[src/rtl/timer16_pkg.sv]
// shared constants and types for the 16-bit timer channel
package timer16_pkg;

    // ********************************************************
    // widths and reset values
    // ********************************************************
    localparam int          CNT_W      = 16;
    localparam int          PRE_W      = 6;
    localparam logic [15:0] CNT_RST    = 16'h0000;
    localparam logic [15:0] CMP_RST    = 16'hFFFF;
    localparam logic [5:0]  PRE_RST    = 6'h00;

    // ********************************************************
    // prescaler tap positions (divide by 2, 8, 32)
    // ********************************************************
    localparam int          TAP1_BIT   = 0;
    localparam int          TAP2_BIT   = 2;
    localparam int          TAP3_BIT   = 4;

    // ********************************************************
    // mode select fields
    // ********************************************************
    typedef enum logic [1:0] {
        CLK_EXT_PIN = 2'h0,
        CLK_TAP1    = 2'h1,
        CLK_TAP2    = 2'h2,
        CLK_TAP3    = 2'h3
    } clk_sel_t;

    typedef enum logic [1:0] {
        CAP_OFF     = 2'h0,
        CAP_SOFT    = 2'h1,
        CAP_RSVD2   = 2'h2,
        CAP_RSVD3   = 2'h3
    } cap_ctrl_t;

endpackage : timer16_pkg

[src/rtl/timer16_interval_event_ppg.sv]
// 16-bit timer channel: interval timer, event counter and square-wave output
// ********************************************************
// What this block does
// - interval mode raises the match interrupt periodically, period from compare b
// - event mode counts each rising edge of the external count pin
// - software capture copies the running counter into a readable register
// - output flop toggles on a match with compare a or compare b
// - output initial level is programmable, giving high- or low-active pulses
// - with double buffer on, buffer moves into compare a at compare b match
// - only compare a is buffered; compare b writes act at once
// - run control bit 7 enables or disables the compare a buffer
// - compare a holds the 16-bit duty point, compare b the cycle end
// - flop control holds two toggle enables and an initial-level field
// - clock select codes 01, 10, 11 pick prescaler taps; capture can be off
// - clock select can pick the external pin, forming the event counter
// ********************************************************
module timer16_interval_event_ppg
    import timer16_pkg::*;
(
    input  wire logic                  clk_sys,             // system clock, 20 MHz
    input  wire logic                  nrst,                // synchronous reset, active low
    input  wire logic                  module_enable,       // channel control bit 7
    input  wire logic                  count_run,           // run control: counter runs
    input  wire logic                  prescaler_run_bit,   // run control: prescaler runs
    input  wire logic                  dbuf_enable,         // run control bit 7: compare a buffer
    input  wire timer16_pkg::clk_sel_t clk_sel,             // mode: count clock source
    input  wire timer16_pkg::cap_ctrl_t cap_ctrl,           // mode: capture control
    input  wire logic                  soft_capture,        // pulse: capture counter now
    input  wire logic                  toggle_on_a_en,      // flop control: toggle on a match
    input  wire logic                  toggle_on_b_en,      // flop control: toggle on b match
    input  wire logic                  flop_init_we,        // pulse: load flop initial level
    input  wire logic                  flop_init_level,     // level loaded by flop_init_we
    input  wire logic                  compare_a_we,        // pulse: write compare a
    input  wire logic [15:0]           compare_a_wdata,     // compare a write data
    input  wire logic                  compare_b_we,        // pulse: write compare b
    input  wire logic [15:0]           compare_b_wdata,     // compare b write data
    input  wire logic                  external_count_pin,  // asynchronous event input
    output logic [15:0]                counter_value,       // up-counter state
    output logic [15:0]                capture_value,       // last captured count
    output logic [15:0]                compare_reg_a,       // active duty compare
    output logic [15:0]                compare_reg_b,       // cycle compare
    output logic                       channel_match_irq,   // one-cycle pulse per period
    output logic                       square_wave_out_pin  // output toggle flop level
);

    // ********************************************************
    // count clock selection
    // ********************************************************
    logic pin_rise;
    logic tap1;
    logic tap2;
    logic tap3;
    logic running;
    logic tick;

    timer16_pin_edge u_pin_edge (
        .clk_sys (clk_sys),
        .nrst    (nrst),
        .pin_in  (external_count_pin),
        .rise_p  (pin_rise)
    );

    // the pin path also needs the prescaler running, matching the software contract
    timer16_prescaler u_prescaler (
        .clk_sys (clk_sys),
        .nrst    (nrst),
        .run     (prescaler_run_bit & module_enable),
        .tap1_p  (tap1),
        .tap2_p  (tap2),
        .tap3_p  (tap3)
    );

    assign running = module_enable & count_run & prescaler_run_bit;

    always_comb begin
        tick = 1'b0;
        case (clk_sel)
            CLK_EXT_PIN: tick = running & pin_rise;
            CLK_TAP1:    tick = running & tap1;
            CLK_TAP2:    tick = running & tap2;
            CLK_TAP3:    tick = running & tap3;
            default:     tick = 1'b0;
        endcase
    end

    // ********************************************************
    // compare registers and double buffer
    // ********************************************************
    logic [CNT_W-1:0] cnt_r;
    logic [CNT_W-1:0] cnt_nxt;
    logic [CNT_W-1:0] cmp_a_r;
    logic [CNT_W-1:0] cmp_b_r;
    logic [CNT_W-1:0] abuf_r;
    logic             match_a;
    logic             match_b;

    function automatic logic cmp_hit(input logic [15:0] c, input logic [15:0] v);
        cmp_hit = (c == v);
    endfunction : cmp_hit

    assign match_a = tick & cmp_hit(cnt_r, cmp_a_r);
    assign match_b = tick & cmp_hit(cnt_r, cmp_b_r);

    always_ff @(posedge clk_sys) begin
        if (!nrst) begin
            abuf_r <= CMP_RST;
        end else if (compare_a_we) begin
            abuf_r <= compare_a_wdata;
        end
    end

    // a direct write beats a pending buffer transfer in the same cycle
    always_ff @(posedge clk_sys) begin
        if (!nrst) begin
            cmp_a_r <= CMP_RST;
        end else if (compare_a_we && !dbuf_enable) begin
            cmp_a_r <= compare_a_wdata;
        end else if (dbuf_enable && match_b) begin
            cmp_a_r <= compare_a_we ? compare_a_wdata : abuf_r;
        end
    end

    // unbuffered: a change mid-period moves this period's end point
    always_ff @(posedge clk_sys) begin
        if (!nrst) begin
            cmp_b_r <= CMP_RST;
        end else if (compare_b_we) begin
            cmp_b_r <= compare_b_wdata;
        end
    end

    // ********************************************************
    // up-counter and period interrupt
    // ********************************************************
    always_comb begin
        cnt_nxt = cnt_r;
        if (!running) begin
            cnt_nxt = CNT_RST;
        end else if (match_b) begin
            cnt_nxt = CNT_RST;
        end else if (tick) begin
            cnt_nxt = cnt_r + 16'h0001;
        end
    end

    always_ff @(posedge clk_sys) begin
        if (!nrst) begin
            cnt_r <= CNT_RST;
        end else begin
            cnt_r <= cnt_nxt;
        end
    end

    always_ff @(posedge clk_sys) begin
        if (!nrst) begin
            channel_match_irq <= 1'b0;
        end else begin
            channel_match_irq <= match_b;
        end
    end

    // ********************************************************
    // software capture
    // ********************************************************
    // counter keeps running; the capture is a snapshot
    always_ff @(posedge clk_sys) begin
        if (!nrst) begin
            capture_value <= CNT_RST;
        end else if (soft_capture && cap_ctrl != CAP_OFF) begin
            capture_value <= cnt_r;
        end
    end

    // ********************************************************
    // output toggle flop
    // ********************************************************
    logic flop_r;
    logic do_toggle;

    assign do_toggle = (match_a & toggle_on_a_en) | (match_b & toggle_on_b_en);

    always_ff @(posedge clk_sys) begin
        if (!nrst) begin
            flop_r <= 1'b0;
        end else if (flop_init_we) begin
            flop_r <= flop_init_level;
        end else if (do_toggle) begin
            flop_r <= ~flop_r;
        end
    end

    assign counter_value       = cnt_r;
    assign compare_reg_a       = cmp_a_r;
    assign compare_reg_b       = cmp_b_r;
    assign square_wave_out_pin = flop_r;

    // ********************************************************
    // assertions
    // ********************************************************
    a_irq_on_b: assert property (@(posedge clk_sys) disable iff (!nrst)
        (tick && cnt_r == cmp_b_r) |=> channel_match_irq)
        else $error("match interrupt missing after compare b match");

    a_irq_cause: assert property (@(posedge clk_sys) disable iff (!nrst)
        channel_match_irq |-> $past(match_b) && cnt_r == CNT_RST)
        else $error("match interrupt without a compare b match");

    a_wrap_zero: assert property (@(posedge clk_sys) disable iff (!nrst)
        match_b |=> cnt_r == CNT_RST)
        else $error("counter did not clear after compare b match");

    a_event_count: assert property (@(posedge clk_sys) disable iff (!nrst)
        (running && clk_sel == CLK_EXT_PIN && pin_rise && cnt_r != cmp_b_r)
        |=> cnt_r == $past(cnt_r) + 16'h0001)
        else $error("event edge not counted");

    a_no_spurious: assert property (@(posedge clk_sys) disable iff (!nrst)
        (running && $past(running) && !$past(tick)) |-> cnt_r == $past(cnt_r))
        else $error("counter moved without a count tick");

    a_capture_snap: assert property (@(posedge clk_sys) disable iff (!nrst)
        (soft_capture && cap_ctrl != CAP_OFF) |=> capture_value == $past(cnt_r))
        else $error("capture value wrong");

    a_capture_off: assert property (@(posedge clk_sys) disable iff (!nrst)
        (cap_ctrl == CAP_OFF) |=> $stable(capture_value))
        else $error("capture taken while disabled");

    a_toggle_flop: assert property (@(posedge clk_sys) disable iff (!nrst)
        (do_toggle && !flop_init_we) |=> square_wave_out_pin != $past(square_wave_out_pin))
        else $error("output flop did not toggle on match");

    a_flop_init: assert property (@(posedge clk_sys) disable iff (!nrst)
        flop_init_we |=> square_wave_out_pin == $past(flop_init_level))
        else $error("flop initial level not loaded");

    a_dbuf_load: assert property (@(posedge clk_sys) disable iff (!nrst)
        (dbuf_enable && match_b && !compare_a_we) |=> compare_reg_a == $past(abuf_r))
        else $error("buffer not moved into compare a");

    a_dbuf_hold: assert property (@(posedge clk_sys) disable iff (!nrst)
        (dbuf_enable && !match_b) |=> $stable(compare_reg_a))
        else $error("buffered compare a changed mid-period");

    a_b_direct: assert property (@(posedge clk_sys) disable iff (!nrst)
        compare_b_we |=> compare_reg_b == $past(compare_b_wdata))
        else $error("compare b write not applied at once");

    // tick spacing assumes software stops the counter before it changes the clock source
    a_stop_clear: assert property (@(posedge clk_sys) disable iff (!nrst)
        !running |=> cnt_r == CNT_RST)
        else $error("stopped counter not cleared");

    a_irq_single: assert property (@(posedge clk_sys) disable iff (!nrst)
        channel_match_irq |=> !channel_match_irq)
        else $error("match interrupt longer than one cycle");

    a_irq_quiet: assert property (@(posedge clk_sys) disable iff (!nrst)
        !match_b |=> !channel_match_irq)
        else $error("match interrupt without cause");

    a_b_hold: assert property (@(posedge clk_sys) disable iff (!nrst)
        !compare_b_we |=> $stable(compare_reg_b))
        else $error("compare b changed without a write");

    a_a_direct: assert property (@(posedge clk_sys) disable iff (!nrst)
        (compare_a_we && !dbuf_enable) |=> compare_reg_a == $past(compare_a_wdata))
        else $error("unbuffered compare a write not applied");

    a_buf_write: assert property (@(posedge clk_sys) disable iff (!nrst)
        compare_a_we |=> abuf_r == $past(compare_a_wdata))
        else $error("compare a buffer not written");

    a_flop_hold: assert property (@(posedge clk_sys) disable iff (!nrst)
        (!do_toggle && !flop_init_we) |=> $stable(square_wave_out_pin))
        else $error("output flop moved without a match");

    a_tap_gap: assert property (@(posedge clk_sys) disable iff (!nrst)
        (tick && clk_sel != CLK_EXT_PIN) |=> !tick)
        else $error("prescaler tick on two cycles in a row");

    a_pin_only: assert property (@(posedge clk_sys) disable iff (!nrst)
        (clk_sel == CLK_EXT_PIN && tick) |-> pin_rise)
        else $error("pin mode counted without a pin edge");

    a_cap_hold: assert property (@(posedge clk_sys) disable iff (!nrst)
        !soft_capture |=> $stable(capture_value))
        else $error("capture value changed without a request");

    a_count_up: assert property (@(posedge clk_sys) disable iff (!nrst)
        (tick && !match_b) |=> cnt_r == $past(cnt_r) + 16'h0001)
        else $error("counter did not advance on a tick");

    c_period_irq: cover property (@(posedge clk_sys) disable iff (!nrst)
        channel_match_irq ##[1:200] channel_match_irq);
    c_square_wave: cover property (@(posedge clk_sys) disable iff (!nrst)
        match_a && toggle_on_a_en ##[1:200] match_b && toggle_on_b_en);
    c_dbuf_swap: cover property (@(posedge clk_sys) disable iff (!nrst)
        dbuf_enable && match_b && abuf_r != cmp_a_r);
    c_event_capture: cover property (@(posedge clk_sys) disable iff (!nrst)
        clk_sel == CLK_EXT_PIN && tick ##[1:50] soft_capture && cap_ctrl != CAP_OFF);

endmodule : timer16_interval_event_ppg

[src/rtl/timer16_pin_edge.sv]
// two-flop synchroniser and rising-edge detector for the external count pin
module timer16_pin_edge (
    input  wire logic clk_sys,   // system clock
    input  wire logic nrst,      // synchronous reset, active low
    input  wire logic pin_in,    // asynchronous pin level
    output logic      rise_p     // one-cycle pulse on a rising edge
);
    logic meta_r;
    logic sync_r;
    logic last_r;

    // first flop feeds only the second one
    always_ff @(posedge clk_sys) begin
        if (!nrst) begin
            meta_r <= 1'b0;
            sync_r <= 1'b0;
            last_r <= 1'b0;
        end else begin
            meta_r <= pin_in;
            sync_r <= meta_r;
            last_r <= sync_r;
        end
    end

    assign rise_p = sync_r & ~last_r;
endmodule : timer16_pin_edge

[src/rtl/timer16_prescaler.sv]
// free-running prescaler with three divided tick taps
module timer16_prescaler
    import timer16_pkg::*;
(
    input  wire logic clk_sys,   // system clock
    input  wire logic nrst,      // synchronous reset, active low
    input  wire logic run,       // prescaler runs while high
    output logic      tap1_p,    // tick every 2 clocks
    output logic      tap2_p,    // tick every 8 clocks
    output logic      tap3_p     // tick every 32 clocks
);
    logic [PRE_W-1:0] div_r;
    logic [PRE_W-1:0] div_nxt;

    always_comb begin
        div_nxt = div_r + 6'h01;
    end

    // a stopped prescaler restarts from zero so the first tick is a full period
    always_ff @(posedge clk_sys) begin
        if (!nrst) begin
            div_r <= PRE_RST;
        end else if (run) begin
            div_r <= div_nxt;
        end else begin
            div_r <= PRE_RST;
        end
    end

    // a tap fires when every bit below and at its position carries out
    assign tap1_p = run & (&div_r[TAP1_BIT:0]);
    assign tap2_p = run & (&div_r[TAP2_BIT:0]);
    assign tap3_p = run & (&div_r[TAP3_BIT:0]);
endmodule : timer16_prescaler

[config.mk]
export PLATFORM = sky130hd
export DESIGN_NAME = timer16_interval_event_ppg
export DESIGN_NICKNAME = d
export VERILOG_FILES = /design/src/rtl/timer16_pkg.sv /design/src/rtl/timer16_interval_event_ppg.sv /design/src/rtl/timer16_pin_edge.sv /design/src/rtl/timer16_prescaler.sv
export SDC_FILE = /design/constraint.sdc
export NUM_CORES = 1
export LEC_CHECK = 0
export ABC_AREA = 1
export BUFFER_PORTS_ARGS = -buffer_cell sky130_fd_sc_hd__buf_2
export CAP_MARGIN = 20
export CORE_MARGIN = 4
export CORE_UTILIZATION = 54
export CTS_BUF_LIST = sky130_fd_sc_hd__clkbuf_8
export CTS_CLUSTER_SIZE = 30
export DETAILED_ROUTE_END_ITERATION = 6
export GPL_ROUTABILITY_DRIVEN = 0
export PLACE_DENSITY = 0.93
export SYNTH_ARGS = -nofsm -noshare
export SYNTH_HDL_FRONTEND = slang
export SYNTH_HIERARCHICAL = 1
export SYNTH_SLANG_ARGS = --single-unit
[constraint.sdc]
create_clock -name clk_sys -period 2.15 [get_ports clk_sys]
set_input_delay 0.1075 -clock clk_sys [delete_from_list [all_inputs] [get_ports clk_sys]]
set_output_delay 0.1075 -clock clk_sys [all_outputs]
set_load 0.02 [all_outputs]
=== After elaboration in Yosys (flattened, before gate mapping) ===
Cells that the tools add are included.

* Register bits after elaboration: 91
* Input port bits: 50
* Output and inout port bits: 66
* Word-level logic and storage cells: 56

* Add/subtract/negate cells: 2
* Equal/unequal tests: 5
* Muxes and demuxes: 6
* Bitwise logic cells: 20
* Reduce and logical (&&, ||, !) cells: 12

{| class="wikitable"
|+ Operators by type and width
! kind !! number
|-
| two-way mux 16 bit || 3
|-
| equality test 16 bit || 2
|-
| adder 16 x 1 -> 16 bit, second input constant || 1
|-
| AND 1 bit || 15
|-
| adder 6 x 1 -> 6 bit, second input constant || 1
|-
| nonzero test 2 bit || 3
|-
| AND reduction 5 bit || 1
|-
| equality test 2 bit, second input constant || 2
|-
| NOT 1 bit || 4
|-
| case mux 1 bit (4 select lines) || 1
|-
| logical AND 1 bit || 3
|-
| AND reduction 3 bit || 1
|-
| OR reduction 3 bit || 1
|-
| equality test 2 x 1 -> 1 bit, second input constant || 1
|-
| zero test 2 bit || 1
|-
| two-way mux 1 bit || 2
|-
| AND reduction 2 bit || 1
|-
| zero test 1 bit || 1
|-
| bitwise OR 1 bit || 1
|}

=== Depth between registers and ports, before layout ===
Gate-level depths: netlist (run 1).

* Word-level depth: 9
* Depth in mapped cells: 15
* Gate-level depth less buffers: 15

=== Cells and area by module ===
The synthesis (run 1) kept the hierarchy.

{| class="wikitable"
|+ By module, submodules not included
! module !! instances !! cells each !! area an instance (um^2) !! sequential area each (um^2)
|-
| timer16_interval_event_ppg || 1 || 524 || 3,748.6 || 1,641.6
|-
| timer16_prescaler || 1 || 30 || 226.5 || 100.1
|-
| timer16_pin_edge || 1 || 11 || 92.6 || 60.1
|}

=== Worst setup path after synthesis (run 1) ===
No wires, ideal clock.

* Path type: register -> register
* Start point: register u_prescaler.div_r[0]
* End point: register cnt_r[13] (netlist: counter_value[13])
* Setup time: 0.117 ns
* Data arrival time: 1.777 ns
* Data required time: 2.033 ns
* Setup slack: 0.256 ns
* Stages on the path, launching flop included: 16
* Path buffers: 0
* Clock period less this slack: 1.894 ns
* Path through: dfxtp_1 ha_1 nand2_1 nor2_1 ha_1 nand2_1 inv_1 nand2_1 o211ai_1 nand3_2 nor2_2 nand2_1 nor2_1 nand2_1 o21ai_0 nor2_1

* Cells in the longest elaborated chain, start to end: 6
* Elaborated cells between the ends (all ways): 11
* Those cells by class: mux (1); bitwise (7); reduce/logical (3)

{| class="wikitable"
|+ RTL lines
! what !! RTL line !! source
|-
| start: declaration || timer16_prescaler.sv:12 || <nowiki>logic [PRE_W-1:0] div_r;</nowiki>
|-
| start signal: assignment || timer16_prescaler.sv:24 || <nowiki>div_r <= div_nxt;</nowiki>
|-
| AND reduction 5 bit (*) || timer16_prescaler.sv:33 || <nowiki>assign tap3_p = run & (&div_r[TAP3_BIT:0]);</nowiki>
|-
| AND 1 bit (*) || timer16_prescaler.sv:33 ||
|-
| named net tap3 || timer16_interval_event_ppg.sv:52 || <nowiki>logic tap3;</nowiki>
|-
| AND 1 bit (*) || timer16_interval_event_ppg.sv:81 || <nowiki>CLK_TAP3: tick = running & tap3;</nowiki>
|-
| case mux 1 bit (4 select lines) (*) || timer16_interval_event_ppg.sv:77 || <nowiki>case (clk_sel)</nowiki>
|-
| AND 1 bit || timer16_interval_event_ppg.sv:102 || <nowiki>assign match_b = tick & cmp_hit(cnt_r, cmp_b_r);</nowiki>
|-
| OR reduction 3 bit (no source line) || n/a ||
|-
| end signal: assignment || timer16_interval_event_ppg.sv:150 || <nowiki>cnt_r <= cnt_nxt;</nowiki>
|-
| end: declaration || timer16_interval_event_ppg.sv:89 || <nowiki>logic [CNT_W-1:0] cnt_r;</nowiki>
|}

The timed path passes the listed nets; every way through them passes the cells marked *.
A chain may end at the register's enable or synchronous reset.

=== Worst setup path in the final report (run 1) ===
* Start point: register u_prescaler.div_r[0]
* End point: register cnt_r[9] (netlist: counter_value[9])

Same word-level chain as after synthesis.

==> metrics.md, run 1 <==
| Metric | Value |
|---|---|
| Tot Pwr | 3.50 mW |
| Sw Ratio | 0.286 |
| Multi-input gate area | 1980 sq um |
| WP data required | 2.42 ns |
| Antenna Cells | 0 |
| Fin crit share | 0.945 |
| Fin. max-slew vios | 0 |
| Drt first pass iters | 5 |
| WL/cell | 14.6 um |
| Routed WL | 11900 um |
| Core area | 7290 sq um |
| Ys async rst share | 0 |
| YS warnings | 6 |
| Drt drc | 0 |
| Pin count of the biggest net entering global routing | 42 |
| GR Util All Layers | 0.269 |
| Post-synthesis register bit count | 90 |
| EDFF count, synth | 0 |
| Iteration-0 DRC Markers | 274 |
| Register area share after synthesis | 0.443 |
| Endpoints failing hold | 0 |
| Synth top area cells | dfxtp_1, nand2_1, nand3_1, a21oi_1, o21ai_0 |
| CP Capture Point | counter_value[9] |
| Worst Clk Skew | 0.0145 ns |
| Fillers | 562 |
| Worst-skew pair later-pin latency | 0.37 ns |
| CTS Buf Count | 9 |
| Synth cell types | 32 |
| Gate power share | 0.144 |
| Cell Area, Synth | 4070 sq um |
| Vias in the first global route | 4027 |
| Die height | 94.8 um |
| Worst slew pin tran | 0.717 ns |
| Critical path type | reg -> reg |
| Initial antenna violation count | 0 |
| Cells after synthesis | 565 |
| Hold WS | 0.0254 ns |
| Global-route wire length before repair | 18900 um |
| CP max FO | 5 |
| Fmax | 492 MHz |
| Worst-path clk slew | 0.09 ns |
| TritonCTS clock tree | built |
| NetSw | 1.00 mW |
| Fin nets | 765 |
| HPWL after DPL | 8240 um |
| Pwr dens | 658 nW/um^2 |
| CP startpoint | u_prescaler/div_r[0] |
| Io pins | 116 |
| Post-route antenna net violation count | 0 |
| FF-to-FF Start | u_prescaler/div_r[0] |
| Max-cap violations | 0 |
| Top-count cell post-synth | nand2_1 |
| Crit end category | register |
| Period minus WS final | 2.03 ns |
| Critical Path Start Type | register |
| Rel. slew slack | 0.521 |
| Sequential Area | 1810 sq um |
| Max VDD drop | 0.368 mV |
| Initial Utilization | 0.558 |
| Synth area leader | dfxtp_1 |
| Top-area cell type share of the netlist area | 0.443 |
| Status | finished, final reports clean |
| R2R setup slack | 0.12 ns |
| Port bufs | 115 |
| CTS Sinks | 90 |
| Clock Power Share | 0.339 |
| Layout area overhead | 31.0% |
| Synth top cells by count | nand2_1, dfxtp_1, inv_1 |
| Share of cells above drive strength 1 | 0.267 |
| Sequential Power Share | 0.516 |
| Internal power | 2.50 mW |
| Rows | 31 |
| Min-Delay Path Class | in -> reg |
| Worst Path Arrival | 2.30 ns |
| Synthesized area per cell | 7.20 sq um |
| Via count | 4328 |
| Clock Tree Root | clkbuf_8 |
| Gr ovfl total | 0 |
| Worst reg2reg endpoint | counter_value[9] |
| Die area | 8990 sq um |
| Final core utilization | 0.731 |
| P_leak | 2.59 nW |
| Die W | 94.8 um |
| Clk buf depth | 2 |
| Via density | 5.31 |
| Worst-case reg-to-reg path depth | 14 |
| Setup-failing EPs final | 0 |
| Net Count, Synth | 619 |
| # H-tree levels | 3 |
| Top_reg_cell synth | dfxtp_1 |
==> placed cells by master (no fill, tap or decap), drive strengths merged, types with 4 or more instances in the layout <==
cell type / count
a21oi: 38
buf: 125
clkbuf: 9
clkinv: 4
dfxtp: 90
dlygate4sd3: 33
ha: 4
inv: 61
nand2: 171
nand3: 52
nand4: 5
nor2: 53
nor3: 7
o211ai: 6
o21ai: 37
xor2: 15
==> registers in the layout, indices dropped and copies added, names as in the netlist <==
signal / count
abuf_r: 16
capture_value: 16
compare_reg_a: 16
compare_reg_b: 16
counter_value: 16
u_prescaler/div_r: 5
channel_match_irq: 1
square_wave_out_pin: 1
u_pin_edge/last_r: 1
u_pin_edge/meta_r: 1
u_pin_edge/sync_r: 1
==> per-layer routing <==
| layer | GRT usage | part of all wire | up-vias |
|---|---|---|---|
| li1 | - | - | 2098 |
| met1 | 0.317 | 0.39 | 1944 |
| met2 | 0.460 | 0.48 | 244 |
| met3 | 0.0518 | 0.089 | 42 |
| met4 | 0.139 | 0.039 | 0 |
| met5 | 0 | 0 | - |
==> critical path, cell delays in order, from the launching register on <==
cell	delay, ns
dfxtp_4	0.39
ha_4	0.14
nand2_2	0.06
nor2_2	0.11
ha_2	0.17
nand2_2	0.05
inv_2	0.05
nand2_2	0.04
o211ai_1	0.09
nand3_2	0.18
nor2_4	0.17
nand2_2	0.10
nor2_1	0.18
xor2_1	0.16
nor2_1	0.05
==> power groups by stage <==
| stage | clock network [mW] | logic [mW] | registers, mW |
|---|---|---|---|
| floorplan | 0 | 0.223 | 1.91 |
| CTS | 1.19 | 0.496 | 1.81 |
| global placement | 0 | 0.432 | 1.84 |
| global route | 1.26 | 0.560 | 1.82 |
| detailed placement | 0 | 0.447 | 1.85 |
| finish | 1.19 | 0.506 | 1.81 |
==> how the worst min path moves through the flow <==
stage | start | end | slack (ns) | depth (start not counted)
after CTS | flop_init_level | square_wave_out_pin | 0.01 | 3
after global placement | external_count_pin | u_pin_edge/meta_r | 0.29 | 3
final | flop_init_level | square_wave_out_pin | 0.03 | 3
after global routing | flop_init_level | square_wave_out_pin | 0.04 | 3
after floorplan | nrst | u_pin_edge/meta_r | 0.20 | 2
after detailed placement | external_count_pin | u_pin_edge/meta_r | 0.29 | 3
==> what timing repair did <==
| item | in CTS | in global routing |
|---|---|---|
| endpoints found under the hold margin | 33 | 0 |
| pin swaps | 1 | 10 |
| resized for setup | 0 | 24 |
| setup buffers | 3 | 2 |
| hold buffers | 33 | 0 |
| setup endpoints to repair | 1 | 26 |
==> stage by stage <==
stage / instances / instance area [sq um] / setup TNS (ns) / setup slack [ns]
finish: 815 / 5330 / 0 / 0.119
global route: 815 / 5330 / -0.0491 / -0.0213
CTS: 813 / 5240 / 0 / 0.0528
detailed placement: 761 / 4680 / -0.0268 / -0.0268
global placement: 761 / 4680 / 0 / 0.148
floorplan: 565 / 4070 / 0 / 0.256
==> cell families (layout without fill, tap and decap cells) <==
family	after synthesis	after routing	synth area share
buffers and inverters	82	233	0.0852
flip-flops	90	90	0.443
AO/OA/AOI/OAI	83	83	0.112
AND/OR/NAND/NOR	290	290	0.313
XOR/XNOR	16	16	0.0345
adder cells (fa/ha/maj)	4	4	0.0123
==> final cells by class <==
cell class                      instances  share of cell area
Multi-Input combinational cell        393               0.372
Timing Repair Buffer                  158               0.185
Sequential cell                        90               0.340
Clock buffer                            9              0.0233
Clock inverter                          7              0.0150
Inverter                               59              0.0416
Tap cell                               99              0.0233
(Power assumes the default switching activity.)
==> run 2: changes to the inputs <==
- RECOVER_POWER: unset -> 50
==> run 2 against run 1 <==
Compared with the run above:
- critical endpoint unchanged
- final area decreased by 0.89%
- maximum frequency increased by 0.11%
- non-clock buffer count unchanged
- routed wire length increased by 0.15%
- flip-flop and latch count unchanged
- utilization decreased by 0.65 points
- clock skew decreased by 0.0014 ns
- setup slack improved by 0.0023 ns
==> metrics.md, run 2 (synthesis results as in run 1) <==
| Metric | Value |
|---|---|
| Status | finished, final reports clean (unchanged) |
| WL/cell | 14.7 um (was 14.6 um) |
| Share of cells above drive strength 1 | 0.216 (was 0.267) |
| CP max FO | 5 (unchanged) |
| Worst-path clk slew | 0.09 ns (about the same) |
| P_leak | 2.49 nW (was 2.59 nW) |
| Endpoints failing hold | 0 (unchanged) |
| Pwr dens | 661 nW/um^2 (was 658 nW/um^2) |
| Post-route antenna net violation count | 0 (unchanged) |
| Port bufs | 115 (unchanged) |
| Fin crit share | 0.944 (was 0.945) |
| Worst-skew pair later-pin latency | 0.37 ns (about the same) |
| Critical path type | reg -> reg (unchanged) |
| Fin nets | 765 (unchanged) |
| Io pins | 116 (unchanged) |
| Die W | 94.8 um (unchanged) |
| Min-Delay Path Class | in -> reg (unchanged) |
| CTS Buf Count | 9 (unchanged) |
| Hold WS | 0.0225 ns (was 0.0254 ns) |
| Final Cell Area | 5280 sq um (was 5330 sq um) |
| Fmax | 493 MHz (was 492 MHz) |
| WP data required | 2.42 ns (about the same) |
| Vias in the first global route | 4027 (unchanged) |
| Final std cells w/o fill | 815 (unchanged) |
| Iteration-0 DRC Markers | 236 (was 274) |
| Core area | 7290 sq um (unchanged) |
| Setup-failing EPs final | 0 (unchanged) |
| Layout area overhead | 29.8% (was 31.0%) |
| Die height | 94.8 um (unchanged) |
| Routed WL | 11900 um (about the same) |
| Antenna Cells | 0 (unchanged) |
| # H-tree levels | 3 (unchanged) |
| Crit end category | register (unchanged) |
| Rows | 31 (unchanged) |
| Tot Pwr | 3.49 mW (was 3.50 mW) |
| Worst Path Arrival | 2.30 ns (about the same) |
| Initial antenna violation count | 0 (unchanged) |
| Clock Tree Root | clkbuf_8 (unchanged) |
| Critical Path Start Type | register (unchanged) |
| HPWL after DPL | 8240 um (unchanged) |
| Drt drc | 0 (unchanged) |
| Via count | 4319 (was 4328) |
| Rel. slew slack | 0.430 (was 0.521) |
| Fillers | 581 (was 562) |
| Pin count of the biggest net entering global routing | 42 (unchanged) |
| Initial Utilization | 0.558 (unchanged) |
| Die area | 8990 sq um (unchanged) |
| Worst slew pin tran | 0.855 ns (was 0.717 ns) |
| Fin Setup TNS | 0 ns (unchanged) |
| DP Cell Count | 761 (unchanged) |
| Placement Cell Area | 4680 sq um (unchanged) |
| Worst Clk Skew | 0.0131 ns (was 0.0145 ns) |
| Clk buf depth | 2 (unchanged) |
| Most frequent cells in the layout | nand2_1, dfxtp_1, buf_2 (was nand2_1, buf_2, dfxtp_1) |
| Commonest non-fill, non-tap cell in the layout | nand2_1 (unchanged) |
| Gr ovfl total | 0 (unchanged) |
| TritonCTS clock tree | built (unchanged) |
| Max VDD drop | 0.366 mV (was 0.368 mV) |
| Multi-input gate area | 1980 sq um (unchanged) |
| Worst slack, placed | -0.0268 ns (unchanged) |
| Max-cap violations | 0 (unchanged) |
| CTS Sinks | 90 (unchanged) |
| Via density | 5.30 (was 5.31) |
| Worst Setup Slack, final | 0.121 ns (was 0.119 ns) |
| Sequential Area | 1810 sq um (unchanged) |
| Drt first pass iters | 5 (unchanged) |
| Final core utilization | 0.724 (was 0.731) |
| Period minus WS final | 2.03 ns (about the same) |
| Fin. max-slew vios | 0 (unchanged) |
| Global-route wire length before repair | 18900 um (unchanged) |
| GR Util All Layers | 0.269 (unchanged) |
-- run 2: cell types whose count changed in the layout (fill, tap and decap cells not counted), sizes merged --
cell,delta
clkbuf,+37
buf,-37
-- run 2: layer usage --
layer	GRT usage	wire [um]	part of all wire
met1	0.317	4730	0.40
met2	0.460	5640	0.47
met3	0.0518	1090	0.091
met4	0.139	495	0.041
met5	0	0	0
-- run 2: worst max-delay path, stage by stage (launching register included) --
cell and delay (ns):
dfxtp_4 0.39, ha_4 0.14, nand2_2 0.06, nor2_2 0.11, ha_2 0.17, nand2_2 0.05, inv_2 0.05, nand2_2 0.04
o211ai_1 0.09, nand3_2 0.18, nor2_4 0.17, nand2_2 0.10, nor2_1 0.18, xor2_1 0.16, nor2_1 0.05
-- run 2: path summary, 6_finish.rpt --
check                                           from                  end  slack [ns]  depth (start not counted)
worst max-delay path            u_prescaler/div_r[0]     counter_value[9]        0.12                         14
worst min register to register     u_pin_edge/meta_r    u_pin_edge/sync_r        0.42                          2
worst min-delay path                 flop_init_level  square_wave_out_pin        0.02                          3
worst max register to register  u_prescaler/div_r[0]     counter_value[9]        0.12                         14
-- run 2: where the power goes --
| part | internal, mW | switching (mW) | total [mW] |
|---|---|---|---|
| Clock | 0.549 | 0.635 | 1.18 |
| Sequential | 1.75 | 0.0609 | 1.81 |
| Combinational | 0.191 | 0.303 | 0.494 |
-- run 2: cell type report --
type                       count  area share
clock inverter                 7      0.0152
clock buffer                   9      0.0235
multi-input combinational    393       0.376
sequential                    90       0.343
inverter                      59      0.0419
tap                           99      0.0235
timing repair buffer         158       0.177
-- run 2: repair_timing --
item,in CTS,in global routing
endpoints found under the setup margin,1,26
pin swaps,1,10
resized for setup,0,24
buffers inserted,3,2
hold endpoints to repair,33,0
cloned,0,0
hold buffers,33,0
==> run 3: changes to the inputs <==
- GPL_TIMING_DRIVEN: unset -> 0
- RECOVER_POWER: 50 -> unset
==> run 3 against run 2 <==
Compared with the run above:
- worst hold slack got worse by 0.0044 ns
- sequential share of layout area is 1.5 points lower
- setup slack lost 0.10 ns
- maximum frequency decreased by 4.7%
- count of clock-buffer cells in the layout is 3 higher
- first-iteration DRC count up 34%
- routed wire length is 5.5% higher
- sequential power is essentially flat
==> metrics.md, run 3 (synthesis results as in run 1) <==
| Metric | Value |
|---|---|
| Worst-skew pair later-pin latency | 0.36 ns (was 0.37 ns) |
| Fmax | 469 MHz (was 493 MHz) |
| CP Capture Point | counter_value[13] (was counter_value[9]) |
| Rel. slew slack | 0.567 (was 0.430) |
| FF-to-FF Start | u_prescaler/div_r[0] (unchanged) |
| Gr ovfl total | 0 (unchanged) |
| Critical Path Start Type | register (unchanged) |
| Port bufs | 113 (was 115) |
| Most frequent cells in the layout | nand2_1, buf_2, dfxtp_1 (was nand2_1, dfxtp_1, buf_2) |
| Clock Tree Root | clkbuf_8 (unchanged) |
| Unrepaired setup endpoints after global routing | true |
| Fin. max-slew vios | 0 (unchanged) |
| Clk buf depth | 2 (unchanged) |
| CTS Sinks | 90 (unchanged) |
| Fillers | 515 (was 581) |
| Min-Delay Path Class | in -> reg (unchanged) |
| Routed WL | 12600 um (was 11900 um) |
| Drt first pass iters | 5 (unchanged) |
| Io pins | 116 (unchanged) |
| Via density | 5.29 (was 5.30) |
| Via count | 4425 (was 4319) |
| Rows | 31 (unchanged) |
| Die W | 94.8 um (unchanged) |
| Clock Power Share | 0.363 (was 0.339) |
| Gate power share | 0.144 (was 0.142) |
| Placement Cell Area | 4760 sq um (was 4680 sq um) |
| Final core utilization | 0.757 (was 0.724) |
| Sw Ratio | 0.260 (was 0.286) |
| Status | finished, final reports clean (unchanged) |
| Initial antenna violation count | 0 (unchanged) |
| Max-cap violations | 0 (unchanged) |
| Sequential Power Share | 0.493 (was 0.519) |
| Worst Setup Slack, final | 0.0197 ns (was 0.121 ns) |
| NetSw | 0.955 mW (was 0.999 mW) |
| WP data required | 2.41 ns (was 2.42 ns) |
| Worst-path clk slew | 0.09 ns (about the same) |
| GR Util All Layers | 0.275 (was 0.269) |
| Post-route antenna net violation count | 0 (unchanged) |
| WL/cell | 15.1 um (was 14.7 um) |
| Crit end category | register (unchanged) |
| Worst Path Arrival | 2.39 ns (was 2.30 ns) |
| Setup-failing EPs final | 0 (unchanged) |
| Worst reg2reg endpoint | counter_value[13] (was counter_value[9]) |
| Final Cell Area | 5520 sq um (was 5280 sq um) |
| Pwr dens | 664 nW/um^2 (was 661 nW/um^2) |
| Internal power | 2.71 mW (was 2.49 mW) |
| Multi-input gate area | 2010 sq um (was 1980 sq um) |
| Period minus WS final | 2.13 ns (was 2.03 ns) |
| # H-tree levels | 3 (unchanged) |
| HPWL after DPL | 8800 um (was 8240 um) |
| Share of cells above drive strength 1 | 0.271 (was 0.216) |
| Antenna Cells | 0 (unchanged) |
| Global-route wire length before repair | 19100 um (was 18900 um) |
| Max VDD drop | 0.406 mV (was 0.366 mV) |
| Die height | 94.8 um (unchanged) |
| Top sig layer | met4 (unchanged) |
| Fin crit share | 0.991 (was 0.944) |
| Worst Clk Skew | 0.00743 ns (was 0.0131 ns) |
| Drt drc | 0 (unchanged) |
| CTS Buf Count | 9 (unchanged) |
| Fin nets | 786 (was 765) |
| Vias in the first global route | 4135 (was 4027) |
| Worst-case reg-to-reg path depth | 15 (was 14) |
| Die area | 8990 sq um (unchanged) |
| CP max FO | 5 (unchanged) |
| Core area | 7290 sq um (unchanged) |
| Critical-path cell list | ha_4 > nand2_2 > nor2_2 > ha_2 > nand2_1 > inv_1 > nand2_1 > o211ai_1 > nand3_2 > nor2_4 > nand2_4 > nor2_4 > nand2_2 > o21ai_1 > nor2_1 (was ha_4 > nand2_2 > nor2_2 > ha_2 > nand2_2 > inv_2 > nand2_2 > o211ai_1 > nand3_2 > nor2_4 > nand2_2 > nor2_1 > xor2_1 > nor2_1) |
| Initial Utilization | 0.558 (unchanged) |
| Pin count of the biggest net entering global routing | 15 (was 42) |
| Endpoints failing hold | 0 (unchanged) |
| CP startpoint | u_prescaler/div_r[0] (unchanged) |
| Layout area overhead | 35.7% (was 29.8%) |
| CP peak stage delay | 0.39 ns (about the same) |
| Worst slack, placed | -0.0589 ns (was -0.0268 ns) |
| Metal2 WL | 6140 um (was 5640 um) |
| CP max-delay cell | dfxtp_4 (unchanged) |
| TritonCTS clock tree | built (unchanged) |
| Met3 wire len | 1140 um (was 1090 um) |
| Fin Setup TNS | 0 ns (unchanged) |
| P_leak | 2.68 nW (was 2.49 nW) |
| Met1 Wirelength | 4830 um (was 4730 um) |
| R2R setup slack | 0.02 ns (was 0.12 ns) |
| Critical path type | reg -> reg (unchanged) |
| Commonest non-fill, non-tap cell in the layout | nand2_1 (unchanged) |
| Sequential Area | 1810 sq um (unchanged) |
| Iteration-0 DRC Markers | 317 (was 236) |
| Worst slew pin tran | 0.649 ns (was 0.855 ns) |
==> run 3: cell types whose count changed in the layout (fill, tap and decap cells not counted), moves of 4 or more <==
cell and delta:
clkinv_4 -4, clkbuf_1 -24, buf_1 +4, buf_6 +4, buf_2 +37
==> run 3: area by class of cell <==
cell class	instances	share of cell area
buffer	23	0.0233
multi-input combinational	393	0.364
clock buffer	12	0.0299
tap	99	0.0224
timing repair buffer	156	0.179
inverter	59	0.0401
sequential	90	0.328
clock inverter	4	0.0131
==> run 3: how the worst min path moves through the flow <==
stage / start / to / cells past startpoint
floorplan: nrst / u_pin_edge/meta_r / 2
global placement: external_count_pin / u_pin_edge/meta_r / 3
detailed placement: external_count_pin / u_pin_edge/meta_r / 3
CTS: compare_b_wdata[15] / compare_reg_b[15] / 3
global route: compare_a_wdata[10] / abuf_r[10] / 3
finish: compare_a_wdata[10] / abuf_r[10] / 3
==> run 3: per-layer routing <==
layer  up-vias  global-route usage
met5         -                   0
met4         0               0.119
met3        44              0.0422
met2       294               0.490
met1      1948               0.325
li1       2139                   -
==> run 3: per-stage QoR <==
step           power [mW]  hold WS (ns)  std cells
3_3_place_gp         2.29         0.292        777
3_5_place_dp         2.31         0.301        777
4_1_cts              3.65       0.00812        830
6_report             3.67        0.0181        836
2_1_floorplan        2.13         0.201        565
5_1_grt              3.80       0.00711        836
==> run 3: critical path: cells and delay by family, from the launching register on <==
kind                       cells  cell delay, ns
AOI/OAI and AO/OA              2            0.27
adders and majority gates      2            0.30
DFF                            1            0.39
and+or+nand+nor               10            1.02
buffers and inverters          1            0.05
==> run 3: repair_timing <==
item | 4_1_cts | 5_1_grt
resized for setup | 1 | 32
hold buffers | 33 | 0
buffers inserted | 4 | 6
setup endpoints to repair | 7 | 32
pin swaps | 2 | 13
gates cloned | 0 | 0
hold endpoints to repair | 33 | 0
==> run 3: power by group through the flow <==
stage / combinational [mW] / sequential, mW / clock [mW]
after floorplan: 0.223 / 1.91 / 0
after global placement: 0.448 / 1.84 / 0
after detailed placement: 0.464 / 1.85 / 0
after CTS: 0.516 / 1.81 / 1.33
after global routing: 0.579 / 1.82 / 1.40
final: 0.527 / 1.81 / 1.33
